--- src/hdl/rffs_pkg.sv ---
// package: constants and carrier types for the receiver fault supervisor
package rffs_pkg;
    localparam int unsigned NUM_CH       = 4;
    localparam int unsigned CLK_HZ       = 200_000_000;
    // slow tick period in milliseconds
    localparam int unsigned TICK_MS      = 100;
    localparam int unsigned TICK_CYC     = (CLK_HZ / 1000) * TICK_MS;
    // supervision times in minutes and hours
    localparam int unsigned FB_ON_MIN    = 3;
    localparam int unsigned FB_OFF_MIN   = 7;
    localparam int unsigned SHORT_LOSS_H = 1;
    localparam int unsigned LONG_LOSS_H  = 10;
    localparam int unsigned TICKS_PER_S  = 1000 / TICK_MS;
    localparam int unsigned FB_ON_TICKS  = FB_ON_MIN * 60 * TICKS_PER_S;
    localparam int unsigned FB_PER_TICKS = (FB_ON_MIN + FB_OFF_MIN) * 60 * TICKS_PER_S;
    localparam int unsigned SHORT_TICKS  = SHORT_LOSS_H * 3600 * TICKS_PER_S;
    localparam int unsigned LONG_TICKS   = LONG_LOSS_H * 3600 * TICKS_PER_S;
    // flash pattern slot timing in ticks
    localparam int unsigned PAT_TICKS    = 30;
    localparam logic [4:0]  PAT_LEN      = 5'h1e;
    localparam logic [4:0]  PULSE_A      = 5'h00;
    localparam logic [4:0]  PULSE_B      = 5'h03;
    localparam logic [4:0]  PULSE_W      = 5'h02;
    localparam int unsigned TMR_W        = 20;

    typedef enum logic [1:0] {
        RFFS_OK,
        RFFS_DOUBLE,
        RFFS_LOSS_SHORT,
        RFFS_LOSS_LONG
    } rffs_fault_t;

    typedef struct packed {
        logic valid;
        logic demand;
        logic conflict;
    } rffs_rx_t;
endpackage : rffs_pkg

--- src/hdl/rffs_supervisor.sv ---
// fault supervisor: per channel timeouts, alarm patterns and 30% fallback
`timescale 1ns/1ps
`default_nettype none
module rffs_supervisor #(
    parameter int unsigned TICK_CYC     = rffs_pkg::TICK_CYC,
    parameter int unsigned SHORT_TICKS  = rffs_pkg::SHORT_TICKS,
    parameter int unsigned LONG_TICKS   = rffs_pkg::LONG_TICKS,
    parameter int unsigned FB_ON_TICKS  = rffs_pkg::FB_ON_TICKS,
    parameter int unsigned FB_PER_TICKS = rffs_pkg::FB_PER_TICKS
) (
    // clock and reset
    input  wire logic                   clk_i,
    input  wire logic                   rst_n_i,
    // radio receiver, one strobe per channel (same clock)
    input  wire rffs_pkg::rffs_rx_t [3:0] rx_i,
    // channel configuration, held in non-volatile store outside
    input  wire logic [3:0]             learned_i,
    input  wire logic                   pump_mode_i,
    input  wire logic                   tswitch_mode_i,
    input  wire logic                   master_mode_i,
    // panel pins
    input  wire logic                   reset_btn_i,
    input  wire logic                   beeper_disable_jumper_i,
    // outputs
    output logic [3:0]                  relay_o,
    output logic [3:0]                  lamp_o,
    output logic                        beeper_o,
    output logic                        slave_comfort_o,
    output logic                        quit_modes_o,
    output logic [3:0]                  fault_o
);
    localparam int unsigned NCH = rffs_pkg::NUM_CH;
    localparam int unsigned TW  = $clog2(LONG_TICKS + 2);
    localparam int unsigned DW  = $clog2(TICK_CYC + 1);
    localparam int unsigned FW  = $clog2(FB_PER_TICKS + 1);

    // counters would wrap or never reach their end points with such values
    if (SHORT_TICKS == 0 || LONG_TICKS <= SHORT_TICKS || FB_ON_TICKS >= FB_PER_TICKS
        || TICK_CYC < 2)
    begin : g_bad_timing
        $error("rffs_supervisor: illegal timing parameters");
    end

    ////////////////////////////////////////////////////////////////////////////
    // reset release and pin synchronisers
    logic [1:0] rst_sync_q;
    logic       rst_n;
    always_ff @(posedge clk_i or negedge rst_n_i)
    begin
        if (!rst_n_i)
            rst_sync_q <= 2'h0;
        else
            rst_sync_q <= {rst_sync_q[0], 1'b1};
    end
    assign rst_n = rst_sync_q[1];

    logic [1:0] btn_s_q;
    logic [1:0] jmp_s_q;
    logic       btn_prev_q;
    always_ff @(posedge clk_i or negedge rst_n)
    begin
        if (!rst_n)
        begin
            btn_s_q    <= 2'h0;
            jmp_s_q    <= 2'h0;
            btn_prev_q <= 1'b0;
        end
        else
        begin
            btn_s_q    <= {btn_s_q[0], reset_btn_i};
            jmp_s_q    <= {jmp_s_q[0], beeper_disable_jumper_i};
            btn_prev_q <= btn_s_q[1];
        end
    end
    logic press;
    assign press = btn_s_q[1] && !btn_prev_q;

    ////////////////////////////////////////////////////////////////////////////
    // common slow tick
    logic [DW-1:0] div_q;
    logic          tick_q;
    always_ff @(posedge clk_i or negedge rst_n)
    begin
        if (!rst_n)
        begin
            div_q  <= '0;
            tick_q <= 1'b0;
        end
        else if (div_q == DW'(TICK_CYC - 1))
        begin
            div_q  <= '0;
            tick_q <= 1'b1;
        end
        else
        begin
            div_q  <= div_q + DW'(1);
            tick_q <= 1'b0;
        end
    end

    // fallback period counter shared so all faulty channels switch in step
    logic [FW-1:0] fb_q;
    logic [4:0]    pat_q;
    always_ff @(posedge clk_i or negedge rst_n)
    begin
        if (!rst_n)
        begin
            fb_q  <= '0;
            pat_q <= '0;
        end
        else if (tick_q)
        begin
            fb_q  <= (fb_q == FW'(FB_PER_TICKS - 1)) ? '0 : fb_q + FW'(1);
            pat_q <= (pat_q == rffs_pkg::PAT_LEN - 5'h01) ? 5'h00 : pat_q + 5'h01;
        end
    end
    logic fb_on;
    assign fb_on = fb_q < FW'(FB_ON_TICKS);

    // flash pattern decode
    function automatic logic pat_lit(input rffs_pkg::rffs_fault_t f, input logic [4:0] p);
        logic a;
        logic b;
        a = p >= rffs_pkg::PULSE_A && p < rffs_pkg::PULSE_A + rffs_pkg::PULSE_W;
        b = p >= rffs_pkg::PULSE_B && p < rffs_pkg::PULSE_B + rffs_pkg::PULSE_W;
        unique case (f)
            rffs_pkg::RFFS_DOUBLE:     pat_lit = a || b;
            rffs_pkg::RFFS_LOSS_SHORT,
            rffs_pkg::RFFS_LOSS_LONG:  pat_lit = a;
            rffs_pkg::RFFS_OK:         pat_lit = 1'b0;
        endcase
    endfunction : pat_lit

    ////////////////////////////////////////////////////////////////////////////
    // per channel supervision
    rffs_pkg::rffs_fault_t fault_q [NCH];
    logic [TW-1:0]         age_q   [NCH];
    logic [NCH-1:0]        demand_q;
    logic [NCH-1:0]        alarm;
    logic [NCH-1:0]        beep_req;
    logic [NCH-1:0]        out_eff;

    genvar g;
    generate
        for (g = 0; g < NCH; g++)
        begin : g_ch
            always_ff @(posedge clk_i or negedge rst_n)
            begin
                if (!rst_n)
                    age_q[g] <= '0;
                else if (!learned_i[g] || rx_i[g].valid)
                    age_q[g] <= '0;
                else if (tick_q && age_q[g] <= TW'(LONG_TICKS))
                    age_q[g] <= age_q[g] + TW'(1);
            end

            always_ff @(posedge clk_i or negedge rst_n)
            begin
                if (!rst_n)
                    fault_q[g] <= rffs_pkg::RFFS_OK;
                else if (!learned_i[g])
                    fault_q[g] <= rffs_pkg::RFFS_OK;
                else if (rx_i[g].valid && rx_i[g].conflict)
                    fault_q[g] <= rffs_pkg::RFFS_DOUBLE;
                else if (fault_q[g] == rffs_pkg::RFFS_DOUBLE)
                    fault_q[g] <= rffs_pkg::RFFS_DOUBLE;
                else if (rx_i[g].valid)
                    fault_q[g] <= rffs_pkg::RFFS_OK;
                else if (age_q[g] > TW'(LONG_TICKS))
                    fault_q[g] <= rffs_pkg::RFFS_LOSS_LONG;
                else if (age_q[g] >= TW'(SHORT_TICKS))
                    fault_q[g] <= rffs_pkg::RFFS_LOSS_SHORT;
            end

            // learned links live outside, so a press only drops demand
            always_ff @(posedge clk_i or negedge rst_n)
            begin
                if (!rst_n)
                    demand_q[g] <= 1'b0;
                else if (press)
                    demand_q[g] <= 1'b0;
                else if (rx_i[g].valid && !rx_i[g].conflict)
                    demand_q[g] <= rx_i[g].demand;
            end

            assign alarm[g]    = fault_q[g] != rffs_pkg::RFFS_OK;
            assign beep_req[g] = fault_q[g] == rffs_pkg::RFFS_DOUBLE
                              || fault_q[g] == rffs_pkg::RFFS_LOSS_LONG;
            assign out_eff[g]  = alarm[g] ? fb_on : demand_q[g];
        end
    endgenerate

    ////////////////////////////////////////////////////////////////////////////
    // output mapping
    logic [NCH-1:0] relay_d;
    logic [NCH-1:0] lamp_d;
    always_comb
    begin
        relay_d = out_eff;
        // time switch outputs on 2 and 4 keep their own demand but fall back on alarms of channels 1 and 3; pump mode still drives 4
        if (tswitch_mode_i)
        begin
            relay_d[1] = alarm[0] ? fb_on : demand_q[1];
            relay_d[3] = alarm[2] ? fb_on : demand_q[3];
        end
        if (pump_mode_i)
            relay_d[3] = (|out_eff[2:0]) || (|alarm[2:0]);
        for (int i = 0; i < NCH; i++)
            lamp_d[i] = alarm[i] ? pat_lit(fault_q[i], pat_q) : relay_d[i];
    end

    always_ff @(posedge clk_i or negedge rst_n)
    begin
        if (!rst_n)
        begin
            relay_o <= '0;
            lamp_o  <= '0;
        end
        else
        begin
            relay_o <= relay_d;
            lamp_o  <= lamp_d;
        end
    end

    always_ff @(posedge clk_i or negedge rst_n)
    begin
        if (!rst_n)
        begin
            beeper_o        <= 1'b0;
            slave_comfort_o <= 1'b0;
            quit_modes_o    <= 1'b0;
            fault_o         <= '0;
        end
        else
        begin
            beeper_o        <= (|beep_req) && !jmp_s_q[1];
            slave_comfort_o <= master_mode_i && alarm[0];
            quit_modes_o    <= press;
            fault_o         <= alarm;
        end
    end
    // no volatile configuration here; it is read back from learned_i and the mode inputs

    ////////////////////////////////////////////////////////////////////////////
    // checks
    chk_beeper_jumper_mute: assert property (@(posedge clk_i) disable iff (!rst_n)
        jmp_s_q[1] |=> !beeper_o)
        else $error("beeper sounds with jumper removed");
    chk_press_drops_relay: assert property (@(posedge clk_i) disable iff (!rst_n)
        press && !pump_mode_i && !tswitch_mode_i && alarm == '0 ##1 !(|rx_i[0].valid)
        |=> relay_o[0] == 1'b0)
        else $error("relay not dropped after reset press");
    chk_double_beeps: assert property (@(posedge clk_i) disable iff (!rst_n)
        fault_q[0] == rffs_pkg::RFFS_DOUBLE && !jmp_s_q[1] |=> beeper_o)
        else $error("double addressing silent");
    chk_short_silent: assert property (@(posedge clk_i) disable iff (!rst_n)
        (beep_req == '0) |=> !beeper_o)
        else $error("beeper without cause");
    chk_fallback_duty: assert property (@(posedge clk_i) disable iff (!rst_n)
        alarm[0] |=> relay_o[0] == $past(fb_on))
        else $error("fallback duty not applied");
    chk_rx_clears_loss: assert property (@(posedge clk_i) disable iff (!rst_n)
        learned_i[0] && rx_i[0].valid && !rx_i[0].conflict
        && fault_q[0] != rffs_pkg::RFFS_DOUBLE |=> fault_q[0] == rffs_pkg::RFFS_OK)
        else $error("loss alarm not cleared");
    chk_pump_alarm_on: assert property (@(posedge clk_i) disable iff (!rst_n)
        pump_mode_i && (|alarm[2:0]) |=> relay_o[3])
        else $error("pump off during alarm");
    chk_slave_comfort: assert property (@(posedge clk_i) disable iff (!rst_n)
        master_mode_i && alarm[0] |=> slave_comfort_o)
        else $error("slaves not in comfort");
    chk_long_loss_set: assert property (@(posedge clk_i) disable iff (!rst_n)
        learned_i[0] && !rx_i[0].valid && age_q[0] > TW'(LONG_TICKS)
        && fault_q[0] != rffs_pkg::RFFS_DOUBLE |=> fault_q[0] == rffs_pkg::RFFS_LOSS_LONG)
        else $error("long loss not flagged");
    chk_quit_one_cycle: assert property (@(posedge clk_i) disable iff (!rst_n)
        quit_modes_o |=> !quit_modes_o)
        else $error("quit pulse longer than one cycle");
endmodule : rffs_supervisor
`default_nettype wire

--- config.mk ---
export PLATFORM = sky130hd
export DESIGN_NAME = rffs_supervisor
export DESIGN_NICKNAME = d
export VERILOG_FILES = /design/src/hdl/rffs_pkg.sv /design/src/hdl/rffs_supervisor.sv
export SDC_FILE = /design/constraint.sdc
export NUM_CORES = 1
export LEC_CHECK = 0
export ABC_AREA = 1
export ABC_CLOCK_PERIOD_IN_PS = 4450
export BUFFER_PORTS_ARGS = -buffer_cell sky130_fd_sc_hd__buf_2
export CORE_MARGIN = 4
export CORE_UTILIZATION = 50
export CTS_BUF_LIST = sky130_fd_sc_hd__clkbuf_4
export CTS_CLUSTER_DIAMETER = 50
export CTS_CLUSTER_SIZE = 12
export DETAILED_ROUTE_END_ITERATION = 10
export PLACE_DENSITY = 0.8
export SLEW_MARGIN = 10
export SYNTH_ARGS = -nofsm -noshare
export SYNTH_HDL_FRONTEND = slang
export SYNTH_SLANG_ARGS = --single-unit
--- constraint.sdc ---
create_clock -name clk_i -period 4.45 [get_ports clk_i]
set_clock_uncertainty 0.1 [all_clocks]
set_input_delay 0.89 -clock clk_i [delete_from_list [all_inputs] [get_ports clk_i]]
set_output_delay 0.89 -clock clk_i [all_outputs]
set_load 0.02 [all_outputs]
Yosys cells after proc, flatten, opt, wreduce, memory -nomap -nowiden
Cells that the tools add are included.

storage, ports and cells
  register bits = 154
  input bits = 23

cells by class
  muxes and demuxes = 61
  add/sub/neg operators = 7
  equality and inequality tests = 19
  reduce and logical (&&, ||, !) cells = 60
  $lt $le $gt $ge = 17

operators by type and width
  operator                 count
  $mux W19                 8
  $add A19 B1 Y19 const B  4
  $ge A19 B16 Y1 const B   4
  $gt A19 B19 Y1 const B   4
  $le A19 B19 Y1 const B   4
  $mux W2                  24
  $add A25 B1 Y25 const B  1
  $eq A25 B25 Y1 const B   1
  $mux W25                 1
  $ne A6 B2 Y1 const B     4
  $reduce_bool A2 Y1       12
  $mux W1                  22
  $logic_and A1 B1 Y1      17
  $eq A2 B2 Y1 const B     8
  $add A13 B1 Y13 const B  1
  $eq A13 B13 Y1 const B   1
  $lt A13 B11 Y1 const B   1
  $mux W13                 1
  $pmux W1 S3              4
  $logic_not A1 Y1         10
  $logic_or A1 B1 Y1       10
  $eq A2 B1 Y1 const B     4
  $logic_not A2 Y1         4
  $reduce_or A2 Y1         4
  other kinds (9)          10

Logic depth before layout (Yosys ltp)
Gate-level depths: netlist of run 1.

  depth in word-level cells = 7
  gate-level depth with buffers = 13
  depth with buffers taken out = 11

Worst setup path before layout of run 1
No wires, ideal clock.

  path type = input-to-reg
  from = in rx_i[11] (netlist name)
  to = reg fault_q[1] (netlist name)
  stages = 8
  setup time = 116 ps
  data arrival time = 1690 ps
  path buffers = 0
  required time = 4234 ps
  slack = 2543 ps
  path through = inv_1 -> nand2_1 -> inv_2 -> nand2_1 -> nor3_1 -> nand2_1 -> nand2_1 -> nand2_1

on the way
  longest elaborated chain between the ends = 4

ends and longest elaborated chain
  item                           line                    RTL
  start, declared                rffs_supervisor.sv:15   input wire rffs_pkg::rffs_rx_t [3:0] rx_i,
  $mux W2                        rffs_supervisor.sv:167  else if (rx_i[g].valid)
  $mux W2                        rffs_supervisor.sv:165  else if (fault_q[g] == rffs_pkg::RFFS_DOUBLE)
  $mux W2                        rffs_supervisor.sv:163  else if (rx_i[g].valid && rx_i[g].conflict)
  $mux W2                        rffs_supervisor.sv:161  else if (!learned_i[g])
  end signal, assigned by index  rffs_supervisor.sv:162  fault_q[g] <= rffs_pkg::RFFS_OK;
  end signal, assigned by index  rffs_supervisor.sv:164  fault_q[g] <= rffs_pkg::RFFS_DOUBLE;
  end signal, assigned by index  rffs_supervisor.sv:166  fault_q[g] <= rffs_pkg::RFFS_DOUBLE;
  end, declared                  rffs_supervisor.sv:136  rffs_pkg::rffs_fault_t fault_q [NCH];

Parallel ways exist; a longest one is shown, timed or not.
A chain may end at the register's enable or synchronous reset.

Worst setup path in the final report of run 1
  from = in rx_i[5] (netlist name)
  to = reg age_q[48] (netlist name)

on the way
  longest elaborated chain between the ends = 2

ends and longest elaborated chain
  item                                                   line                    RTL
  $logic_or A1 B1 Y1 *                                   rffs_supervisor.sv:151  else if (!learned_i[g] || rx_i[g].valid)
  $mux W19 / $reduce_bool A2 Y1 (equally long branches)  n/a
  end signal, assigned by index                          rffs_supervisor.sv:154  age_q[g] <= age_q[g] + TW'(1);
  end, declared                                          rffs_supervisor.sv:137  logic [TW-1:0] age_q [NCH];

Every way passes the cells marked *; elsewhere a longest branch is shown, timed or not.

==> results of run 1 <==
[repair_timing]
action | 4_1_cts | 5_1_grt
hold endpoints to repair | 2 | 0
setup buffers | 0 | 0
hold buffers | 1 | 0
[metal layers]
metal  global-route usage  routed length [um]  up-vias
met5                    0                  15        -
met4               0.0753                 428        2
met3               0.0345                1030       39
met2                0.328                9960      221
li1                     -                   -     4451
met1                0.292               10200     4126
[registers in the layout (all words and copies together) (netlist names), 2 cells and up]
name and count:
relay_o 4, fault_o 4, div_q 25, rst_sync_q 2, fault_q 8, pat_q 5, age_q 76, demand_q 4
lamp_o 4, fb_q 13, btn_s_q 2, jmp_s_q 2
[placed cells by master (no fill, tap or decap)]
cell	instances
dfrtp_1	153
xor2_1	59
inv_1	138
nor4_1	10
nand2_1	367
buf_2	37
o21ai_0	17
a21oi_1	19
nor2_2	7
inv_2	9
o22ai_1	1
a31oi_1	5
a211oi_1	3
nand2_2	19
o211ai_1	3
bufinv_16	3
nor2_1	235
clkinv_1	2
ha_1	12
dfrtp_4	1
nand2_4	2
clkinvlp_4	3
dlygate4sd3_1	1
inv_6	4
diode_2	1
buf_4	5
nand3b_1	3
conb_1	1
clkbuf_4	19
clkinv_4	2
or2_2	1
nand3_1	176
nor3_1	43
o221ai_1	2
nor3b_1	3
and2_1	2
xnor2_1	15
nand4_1	36
[cell type report]
class	count	share of cell area
inverters	148	0.0541
flip-flops and latches	154	0.376
clock inverters	13	0.0165
clock buffers	19	0.0139
diodes	1	0.000244
multi-input cells	1041	0.485
repair buffers	43	0.0227
well taps	260	0.0317
[power breakdown]
part	total, mW	switching [mW]	internal (mW)
registers	1.46	0.0292	1.43
clock network	0.939	0.530	0.408
logic	0.179	0.130	0.0490
[metrics by stage]
stage	hold WS, ns	std cells
after floorplan	0.231	1384
after global placement	0.233	1645
after detailed placement	0.235	1645
after CTS	0.255	1678
after global routing	0.250	1679
final	0.266	1679
[logic make-up (layout without fill, tap and decap cells)]
kind of cell    Yosys count  in the layout
flops                   154            154
compound gates           50             50
simple gates            904            904
other cells               1              2
buf+inv                 189            223
fa+ha+maj                12             12
xor+xnor                 74             74
[how the worst max path moves through the flow]
stage | startpoint | end | slack (ns) | depth (start not counted)
after floorplan | rst_sync_q[1]$_DFF_PN0_ | age_q[0]$_DFFE_PN0P_ | 1.80 | 0
after global placement | rx_i[5] | age_q[43]$_DFFE_PN0P_ | 1.59 | 6
after detailed placement | rx_i[5] | age_q[43]$_DFFE_PN0P_ | 1.55 | 6
after CTS | age_q[19]$_DFFE_PN0P_ | age_q[22]$_DFFE_PN0P_ | 2.18 | 10
after global routing | age_q[19]$_DFFE_PN0P_ | age_q[28]$_DFFE_PN0P_ | 1.89 | 10
final | rx_i[5] | age_q[48]$_DFFE_PN0P_ | 2.12 | 7
==> metrics.csv, run 1 <==
metric;value;unit
design_area;0.0103;mm^2
min-delay-start;rst_sync_q[0]$_DFF_PN0_;
avgRoutedWirePerCell;12.9;um
r2r_end;age_q[37]$_DFFE_PN0P_;
min_period;2.33;ns
fill_cells;1818;
path_class;input pin to flop;
hold_viol;0;
critPathArrivalTime;2.76;ns
muxShareOfSynthArea;0;
synthTopCellsByCount;nand2_1 (367), nor2_1 (235), nand3_1 (176), dfrtp_1 (154), inv_1 (138);
synth_edf_count;0;
yosysTopAreaCellShare;0.400;
die-area;0.0215;mm^2
yosysWarnings;0;
clock_latency;0.59;ns
ys.flop_type;dfrtp_1;
die_x;147;um
synth_top_family_by_area;simple AND/OR/NAND/NOR gates;
crit_buf_inv;3;
finalCritPeriodShare;0.524;
nets;1440;
dr.pass1.iters;6;
drc;0;
avgSynthCellArea;6.96;um^2
seq_area_frac_synth;0.400;
crit_path_max_fanout;26;
clock-root-buffer;clkbuf_4;
rows;50;
slew_violations;0;
num_vias;8839;
synth.most_common_cell;nand2_1;
cts_buffers;17;
antenna_found_initial;2;
cp_data_required_time;4.87;ns
hold_path_depth;0;
crit_family;simple AND/OR/NAND/NOR gates;
synth_cell_types;35;
start_util;0.511;
drive_gt1_frac;0.0790;
netlist_instances;1384;
grt_max_degree;70;
synth_compound_area_frac;0.0291;
wirelength;21600;um
grt_use_total;0.209;
clock_path_buffers;2;
ant_nets;0;
rsz0062_at_grt;no;
maxCapViolations;0;
die_height;147;um
r2r_setup_slack;2.18;ns
grt_first_pass_wirelength;37900;um
synthArstFlopShare;1.00;
outcome;complete, no violations;
synthXorXnorAreaFrac;0.0673;
ff_latch_area;0.00386;mm^2
vias_per_cell;5.26;
hold-path-endpoint;rst_sync_q[1]$_DFF_PN0_;
port_buffers;37;
htreeDepth;4;
cp-end-kind;flop;
tns;0;ns
powerDensity;251;mW/mm^2
ir_worst_vdd;0.000159;V
yosysTopAreaCell;dfrtp_1;
synth-simple-area-share;0.404;
fin_total_pwr;2.58;mW
cp_common_cell;nand2_1;
globalRouteOverflowTotal;0;
dp_hpwl;15900;um
reg2reg_depth;10;
clock.fmax;429;MHz
worstMarginPinSlew;0.878;ns
setup_violations;0;
cts_tree;built;
path_clk_slew;0.14;ns
post-route-util;0.545;
power_leakage;4.86;nW
fp.coreArea;0.0188;mm^2
worst_slack;2.12;ns
slowest_delay;0.73;ns
grt_pass1_vias;8186;
slew-limit-headroom;0.415;
yosys-top-cells-area;dfrtp_1 (40%), nand2_1 (14%), nor2_1 (9.2%);
syn_to_final_growth;6.56;%
path_cells;buf_2 -> inv_1 -> nand2_1 -> clkinv_1 -> nand2_4 -> nand2_1 -> nand2_1;
reg2reg_from;age_q[19]$_DFFE_PN0P_;
cp_slowest_cell;clkinv_1;
syn-num-nets;1419;
ys_seq_elements;154;
cts_resized;0;
yosys.area_share.adder;0.0156;
cts.sinks;154;
initialDrtViolationCount;862;
multi_input_area;0.00497;mm^2
placed_area;0.00994;mm^2
syn_area;0.00963;mm^2
globalplace.congestion;0.945;
startpoint_type;input pin;
pre_cts_slack;1.55;ns
min_path_type;flop to flop;
num_io_pins;38;
Note: power is estimated with default switching activity, not from simulation.
==> inputs of run 2 (changes only) <==
--- a/config.mk
+++ b/config.mk
@@ -6,7 +6,7 @@
 export NUM_CORES = 1
 export LEC_CHECK = 0
 export ABC_AREA = 1
-export ABC_CLOCK_PERIOD_IN_PS = 4450
+export ABC_CLOCK_PERIOD_IN_PS = 2300
 export BUFFER_PORTS_ARGS = -buffer_cell sky130_fd_sc_hd__buf_2
 export CORE_MARGIN = 4
 export CORE_UTILIZATION = 50
@@ -14,7 +14,7 @@
 export CTS_CLUSTER_DIAMETER = 50
 export CTS_CLUSTER_SIZE = 12
 export DETAILED_ROUTE_END_ITERATION = 10
-export PLACE_DENSITY = 0.8
+export PLACE_DENSITY = 0.78
 export SLEW_MARGIN = 10
 export SYNTH_ARGS = -nofsm -noshare
 export SYNTH_HDL_FRONTEND = slang
==> constraint.sdc (replaced) <==
create_clock -name clk_i -period 2.3 [get_ports clk_i]
set_clock_uncertainty 0.1 [all_clocks]
set_input_delay 0.46 -clock clk_i [delete_from_list [all_inputs] [get_ports clk_i]]
set_output_delay 0.46 -clock clk_i [all_outputs]
set_load 0.02 [all_outputs]
==> run 2 against run 1 <==
  * First-iteration DRC count shrank 36%
  * Via count is 1.4% lower
  * Final cell count up 0.95%
  * Sequential share of layout area decreased by 0.53 points
  * Setup slack worse by 1.8 ns
  * Flip-flop and latch count did not move
  * Die area did not move
  * Hold slack worse by 0.23 ns
  * Critical path depth grew 4
  * Critical path type is now flop to flop
  * Critical endpoint is now age_q[0]$_DFFE_PN0P_
  * Highest routed layer unchanged
==> metrics.csv, run 2 (synthesis results as in run 1) <==
metric;value;unit;change
outcome;complete, no violations;;
nets;1456;;+1.1%
reg2reg_from;age_q[0]$_DFFE_PN0P_;;
avgRoutedWirePerCell;12.8;um;-0.34%
min-delay-start;learned_i[0];;
final_common_cell;nand2_1;;
maxCapViolations;0;;unchanged
die_x;147;um;unchanged
regMostFlops;age_q;;
cp_slowest_cell;dfrtp_1;;
fp.coreArea;0.0188;mm^2;unchanged
globalRouteOverflowTotal;0;;unchanged
slowest_delay;0.48;ns;-0.25 ns
largest_reg_flops;76;;unchanged
slew-limit-headroom;0.513;;+0.0989
cts_tree;built;;
grt_first_pass_wirelength;38000;um;+0.40%
cp-end-kind;flop;;
syn_to_final_growth;8.08;%;
cts_buffers;17;;unchanged
grt_pass1_vias;8209;;+0.28%
clock_latency;0.57;ns;-0.02 ns
dr.pass1.iters;5;;-1
r2r_setup_slack;0.32;ns;-1.86 ns
final_cell_mix;nand2_1 (367), nor2_1 (235), nand3_1 (176), dfrtp_1 (153), inv_1 (138);;
reg2reg_depth;11;;+1
antenna_found_initial;2;;unchanged
rsz0062_at_grt;no;;
drc;0;;unchanged
die-area;0.0215;mm^2;unchanged
powerDensity;470;mW/mm^2;+87%
vias_per_cell;5.14;;-2.3%
ant_nets;0;;unchanged
rows;50;;unchanged
worstMarginPinSlew;0.727;ns;-0.151 ns
start_util;0.511;;unchanged
initialDrtViolationCount;553;;-36%
clock_path_buffers;2;;unchanged
cts.sinks;154;;unchanged
hold_viol;0;;unchanged
finalCritPeriodShare;0.860;;
cts_resized;0;;unchanged
slew_violations;0;;unchanged
clock-root-buffer;clkbuf_4;;
num_vias;8716;;-1.4%
htreeDepth;4;;unchanged
globalplace.congestion;0.953;;+0.81%
clock.fmax;506;MHz;
hold-path-endpoint;fault_q[6]$_DFFE_PN0P_;;
critPathArrivalTime;2.38;ns;-0.38 ns
r2r_end;age_q[0]$_DFFE_PN0P_;;
cp_common_cell;nand2_1;;
path_class;flop to flop;;
startpoint_type;flop;;
cts_setup_buffers;0;;unchanged
drive_gt1_frac;0.0851;;+0.00609
min_path_type;input pin to flop;;
die_height;147;um;unchanged
fill_cells;1830;;+0.66%
hold_path_depth;3;;+3
wirelength;21800;um;+0.61%
dp_hpwl;16500;um;+3.3%
grt_max_degree;44;;-37%
path_cells;inv_1 -> ha_1 -> nand2_1 -> nor2_1 -> nand3_1 -> nand2_1 -> nand2_2 -> buf_4 -> nor2_2 -> nand2_1 -> nand2_1;;
hold_slack;0.0352;ns;-0.231 ns
tns;0;ns;unchanged
crit_path_max_fanout;13;;-50%
cp_data_required_time;2.70;ns;-2.17 ns
top_regs;age_q: 76 flops, div_q: 25 flops, fb_q: 13 flops;;
setup_violations;0;;unchanged
ir_worst_vdd;0.000394;V;+150%
num_io_pins;38;;unchanged
port_buffers;37;;unchanged
min_period;1.98;ns;
grt_use_total;0.210;;+0.00172
path_clk_slew;0.12;ns;-0.02 ns
power_leakage;4.94;nW;+1.6%
run 2: cell count changes in the layout (fill, tap and decap cells not counted), sizes merged:
cell         before  now
buf              42   54
clkbuf           19   18
clkinv            4    8
clkinvlp          3    4
dlygate4sd3       1    5
inv             151  147
run 2: timing repair:
action / in CTS / in global routing
endpoints found under the hold margin: 6 / 0
hold buffers: 5 / 0
endpoints found under the setup margin: 0 / 0
run 2: worst max path at each step:
stage                                  startpoint  depth (start not counted)               endpoint  slack, ns
after CTS                    age_q[0]$_DFFE_PN0P_                         11   age_q[0]$_DFFE_PN0P_       0.36
after global routing         age_q[0]$_DFFE_PN0P_                         10  age_q[10]$_DFFE_PN0P_       0.13
after global placement       age_q[0]$_DFFE_PN0P_                         10  age_q[18]$_DFFE_PN0P_       0.45
after detailed placement     age_q[0]$_DFFE_PN0P_                         10  age_q[14]$_DFFE_PN0P_       0.39
after floorplan           rst_sync_q[1]$_DFF_PN0_                          0   age_q[0]$_DFFE_PN0P_       0.59
final                        age_q[0]$_DFFE_PN0P_                         11   age_q[0]$_DFFE_PN0P_       0.32
run 2: layer usage:
layer	track usage	up-vias	part of all wire
li1	-	4483	-
met1	0.299	4009	0.49
met2	0.331	190	0.44
met3	0.0457	32	0.046
met4	0.0489	2	0.017
met5	0	-	0.00060
run 2: metrics by stage:
| step | std cells | util | power [mW] | cell area [um^2] | worst slack [ns] |
|---|---|---|---|---|---|
| after floorplan | 1384 | - | 3.08 | 9630 | 0.593 |
| after global placement | 1657 | 0.534 | 3.24 | 10100 | 0.446 |
| after detailed placement | 1657 | 0.534 | 3.24 | 10100 | 0.390 |
| after CTS | 1694 | 0.552 | 4.96 | 10400 | 0.361 |
| after global routing | 1695 | 0.553 | 5.14 | 10400 | 0.127 |
| final | 1695 | 0.553 | 4.90 | 10400 | 0.322 |
run 2: cell type report:
class                           count  area [um^2]  share of cell area
Sequential cell                   154         3860               0.371
Timing Repair Buffer               59          400              0.0385
Clock buffer                       18          135              0.0130
Multi-Input combinational cell   1041         4970               0.478
Tap cell                          260          325              0.0313
Inverter                          148          556              0.0534
Clock inverter                     14          155              0.0149
Antenna cell                        1         2.50            0.000240
run 2: worst max-delay path: cells and delay by family (launching register included):
family	cells	cell delay, ns
DFF	1	0.48
and+or+nand+nor	8	0.76
adders and majority gates	1	0.16
buffers and inverters	2	0.43
run 2: where the power goes:
group	internal [mW]	switching [mW]	leakage [nW]	total [mW]
Combinational	0.114	0.258	2.71	0.372
Clock	0.748	0.959	0.146	1.71
Sequential	2.77	0.0506	2.09	2.82
==> inputs of run 3 (changes only) <==
--- a/config.mk
+++ b/config.mk
@@ -8,13 +8,15 @@
 export ABC_AREA = 1
 export ABC_CLOCK_PERIOD_IN_PS = 2300
 export BUFFER_PORTS_ARGS = -buffer_cell sky130_fd_sc_hd__buf_2
+export CELL_PAD_IN_SITES_DETAIL_PLACEMENT = 0
+export CELL_PAD_IN_SITES_GLOBAL_PLACEMENT = 1
 export CORE_MARGIN = 4
-export CORE_UTILIZATION = 50
+export CORE_UTILIZATION = 47
 export CTS_BUF_LIST = sky130_fd_sc_hd__clkbuf_4
 export CTS_CLUSTER_DIAMETER = 50
 export CTS_CLUSTER_SIZE = 12
 export DETAILED_ROUTE_END_ITERATION = 10
-export PLACE_DENSITY = 0.78
+export PLACE_DENSITY = 0.94
 export SLEW_MARGIN = 10
 export SYNTH_ARGS = -nofsm -noshare
 export SYNTH_HDL_FRONTEND = slang
==> run 3 against run 2 <==
  * Core utilization down 3.8 points
  * Final cell count up 0.59%
  * Sequential share of layout area up 0.089 points
  * Combinational power up 5%
  * Critical path type unchanged
==> metrics.csv, run 3 (synthesis results as in run 1) <==
metric;value;unit;change
power_leakage;4.92;nW;-0.32%
reg2reg_depth;10;;-1
power_frac_clock;0.324;;-0.025
p_switching;1.30;mW;+2.6%
worstMarginPinSlew;0.535;ns;-0.192 ns
powerDensity;455;mW/mm^2;-3.2%
start_util;0.477;;-0.0339
die-area;0.0228;mm^2;+6.0%
grt_first_pass_wirelength;38200;um;+0.31%
ant_nets;0;;unchanged
avgRoutedWirePerCell;13.1;um;+2.4%
globalRouteOverflowTotal;0;;unchanged
grt_max_degree;42;;-4.5%
finalCritPeriodShare;0.856;;-0.00387
crit_path_max_fanout;13;;unchanged
min_path_type;input pin to flop;;
cts_buffers;17;;unchanged
hold-path-endpoint;fault_q[2]$_DFFE_PN0P_;;
ir_worst_vdd;0.000276;V;-30%
initialDrtViolationCount;706;;+28%
cts.sinks;154;;unchanged
outcome;complete, no violations;;
htreeDepth;4;;unchanged
min-delay-start;learned_i[2];;
final_cell_mix;nand2_1 (367), nor2_1 (235), nand3_1 (176), dfrtp_1 (153), inv_1 (138);;
critPathArrivalTime;2.37;ns;about the same
slew_violations;0;;unchanged
power_frac_seq;0.593;;+0.018
wirelength;22400;um;+3.0%
startpoint_type;flop;;
min_period;1.97;ns;-0.00891 ns
die_x;151;um;+3.0%
nets;1457;;+0.069%
die_height;151;um;+3.0%
antenna_found_initial;1;;-1
grt_pass1_vias;7992;;-2.6%
clock-root-buffer;clkbuf_4;;
clock_path_buffers;2;;unchanged
drive_gt1_frac;0.0879;;+0.00279
setup_violations;0;;unchanged
num_vias;8688;;-0.32%
syn_to_final_growth;7.82;%;
rsz0062_at_grt;no;;
regMostFlops;age_q;;
cp_data_required_time;2.70;ns;about the same
hold_path_depth;3;;unchanged
maxCapViolations;0;;unchanged
slew-limit-headroom;0.643;;+0.129
vias_per_cell;5.10;;-0.91%
reg2reg_from;age_q[0]$_DFFE_PN0P_;;
largest_reg_flops;76;;unchanged
fp.coreArea;0.0202;mm^2;+7.1%
path_clk_slew;0.12;ns;about the same
grt_use_total;0.205;;-0.00534
num_io_pins;38;;unchanged
dr.pass1.iters;6;;+1
hold_viol;0;;unchanged
cts_setup_buffers;0;;unchanged
p_int;3.43;mW;-5.5%
drc;0;;unchanged
sw_frac_of_total;0.275;;+0.0162
path_class;flop to flop;;
port_buffers;37;;unchanged
combPwrFrac;0.083;;+0.007
top_regs;age_q: 76 flops, div_q: 25 flops, fb_q: 13 flops;;
globalplace.congestion;0.914;;-4.1%
r2r_end;age_q[5]$_DFFE_PN0P_;;
rows;52;;+4.0%
pre_cts_slack;0.342;ns;-0.0481 ns
tns;0;ns;unchanged
worst_slack;0.331;ns;+0.00891 ns
clock.fmax;508;MHz;+0.45%
cts_tree;built;;
clock_latency;0.56;ns;about the same
final_common_cell;nand2_1;;
cp-end-kind;flop;;
dp_hpwl;16900;um;+2.5%
r2r_setup_slack;0.33;ns;about the same
==> run 3: power by group through the flow <==
stage	combinational, mW	clock (mW)	sequential (mW)
finish	0.391	1.53	2.81
global route	0.435	1.72	2.82
CTS	0.400	1.59	2.81
detailed placement	0.394	0	2.86
global placement	0.390	0	2.86
floorplan	0.157	0	2.93
==> run 3: worst max-delay path, cell delays in order, from the launching register on <==
cell and delay [ns]:
dfrtp_1 0.47, inv_1 0.16, ha_1 0.16, nand2_1 0.05, nor2_1 0.12, nand3_1 0.10, nand2_1 0.11, nand2_2 0.18
nand2_2 0.29, nand2_1 0.09, nand2_1 0.07
==> run 3: worst max-delay path by stage <==
stage / startpoint / to / slack (ns) / depth (start not counted)
2_1_floorplan: rst_sync_q[1]$_DFF_PN0_ / age_q[0]$_DFFE_PN0P_ / 0.59 / 0
3_3_place_gp: age_q[0]$_DFFE_PN0P_ / age_q[7]$_DFFE_PN0P_ / 0.36 / 10
3_5_place_dp: age_q[0]$_DFFE_PN0P_ / age_q[5]$_DFFE_PN0P_ / 0.34 / 10
4_1_cts: age_q[0]$_DFFE_PN0P_ / age_q[5]$_DFFE_PN0P_ / 0.31 / 10
5_1_grt: age_q[19]$_DFFE_PN0P_ / age_q[37]$_DFFE_PN0P_ / 0.09 / 10
6_report: age_q[0]$_DFFE_PN0P_ / age_q[5]$_DFFE_PN0P_ / 0.33 / 10
==> run 3: per-layer routing <==
metal  vias up  track usage  share of wire
li1       4499            -              -
met1      3986        0.299           0.50
met2       170        0.319           0.45
met3        33       0.0344          0.040
met4         0       0.0499          0.014
met5         -            0              0
==> run 3: final cells by class <==
| type | instances | area, um^2 |
|---|---|---|
| repair buffers | 60 | 405 |
| flip-flops and latches | 154 | 3860 |
| fillers | 2027 | 9790 |
| clock buffers | 19 | 143 |
| multi-input cells | 1041 | 4970 |
| well taps | 270 | 338 |
| diodes | 1 | 2.50 |
| clock inverters | 12 | 105 |
| inverters | 148 | 556 |
==> run 3: stage by stage <==
stage	area, um^2	power [mW]	util	hold slack, ns	cells
final	10400	4.73	0.515	0.0333	1705
after CTS	10400	4.80	0.515	0.0112	1704
after global routing	10400	4.97	0.515	0.0168	1705
after detailed placement	10100	3.25	0.500	0.147	1669
after floorplan	9630	3.08	-	0.0644	1384
after global placement	10100	3.25	0.500	0.145	1669
==> run 3: repair_timing <==
item                      CTS  global route
hold endpoints to repair    5             0
gates resized for setup     0             0
hold buffers                4             0
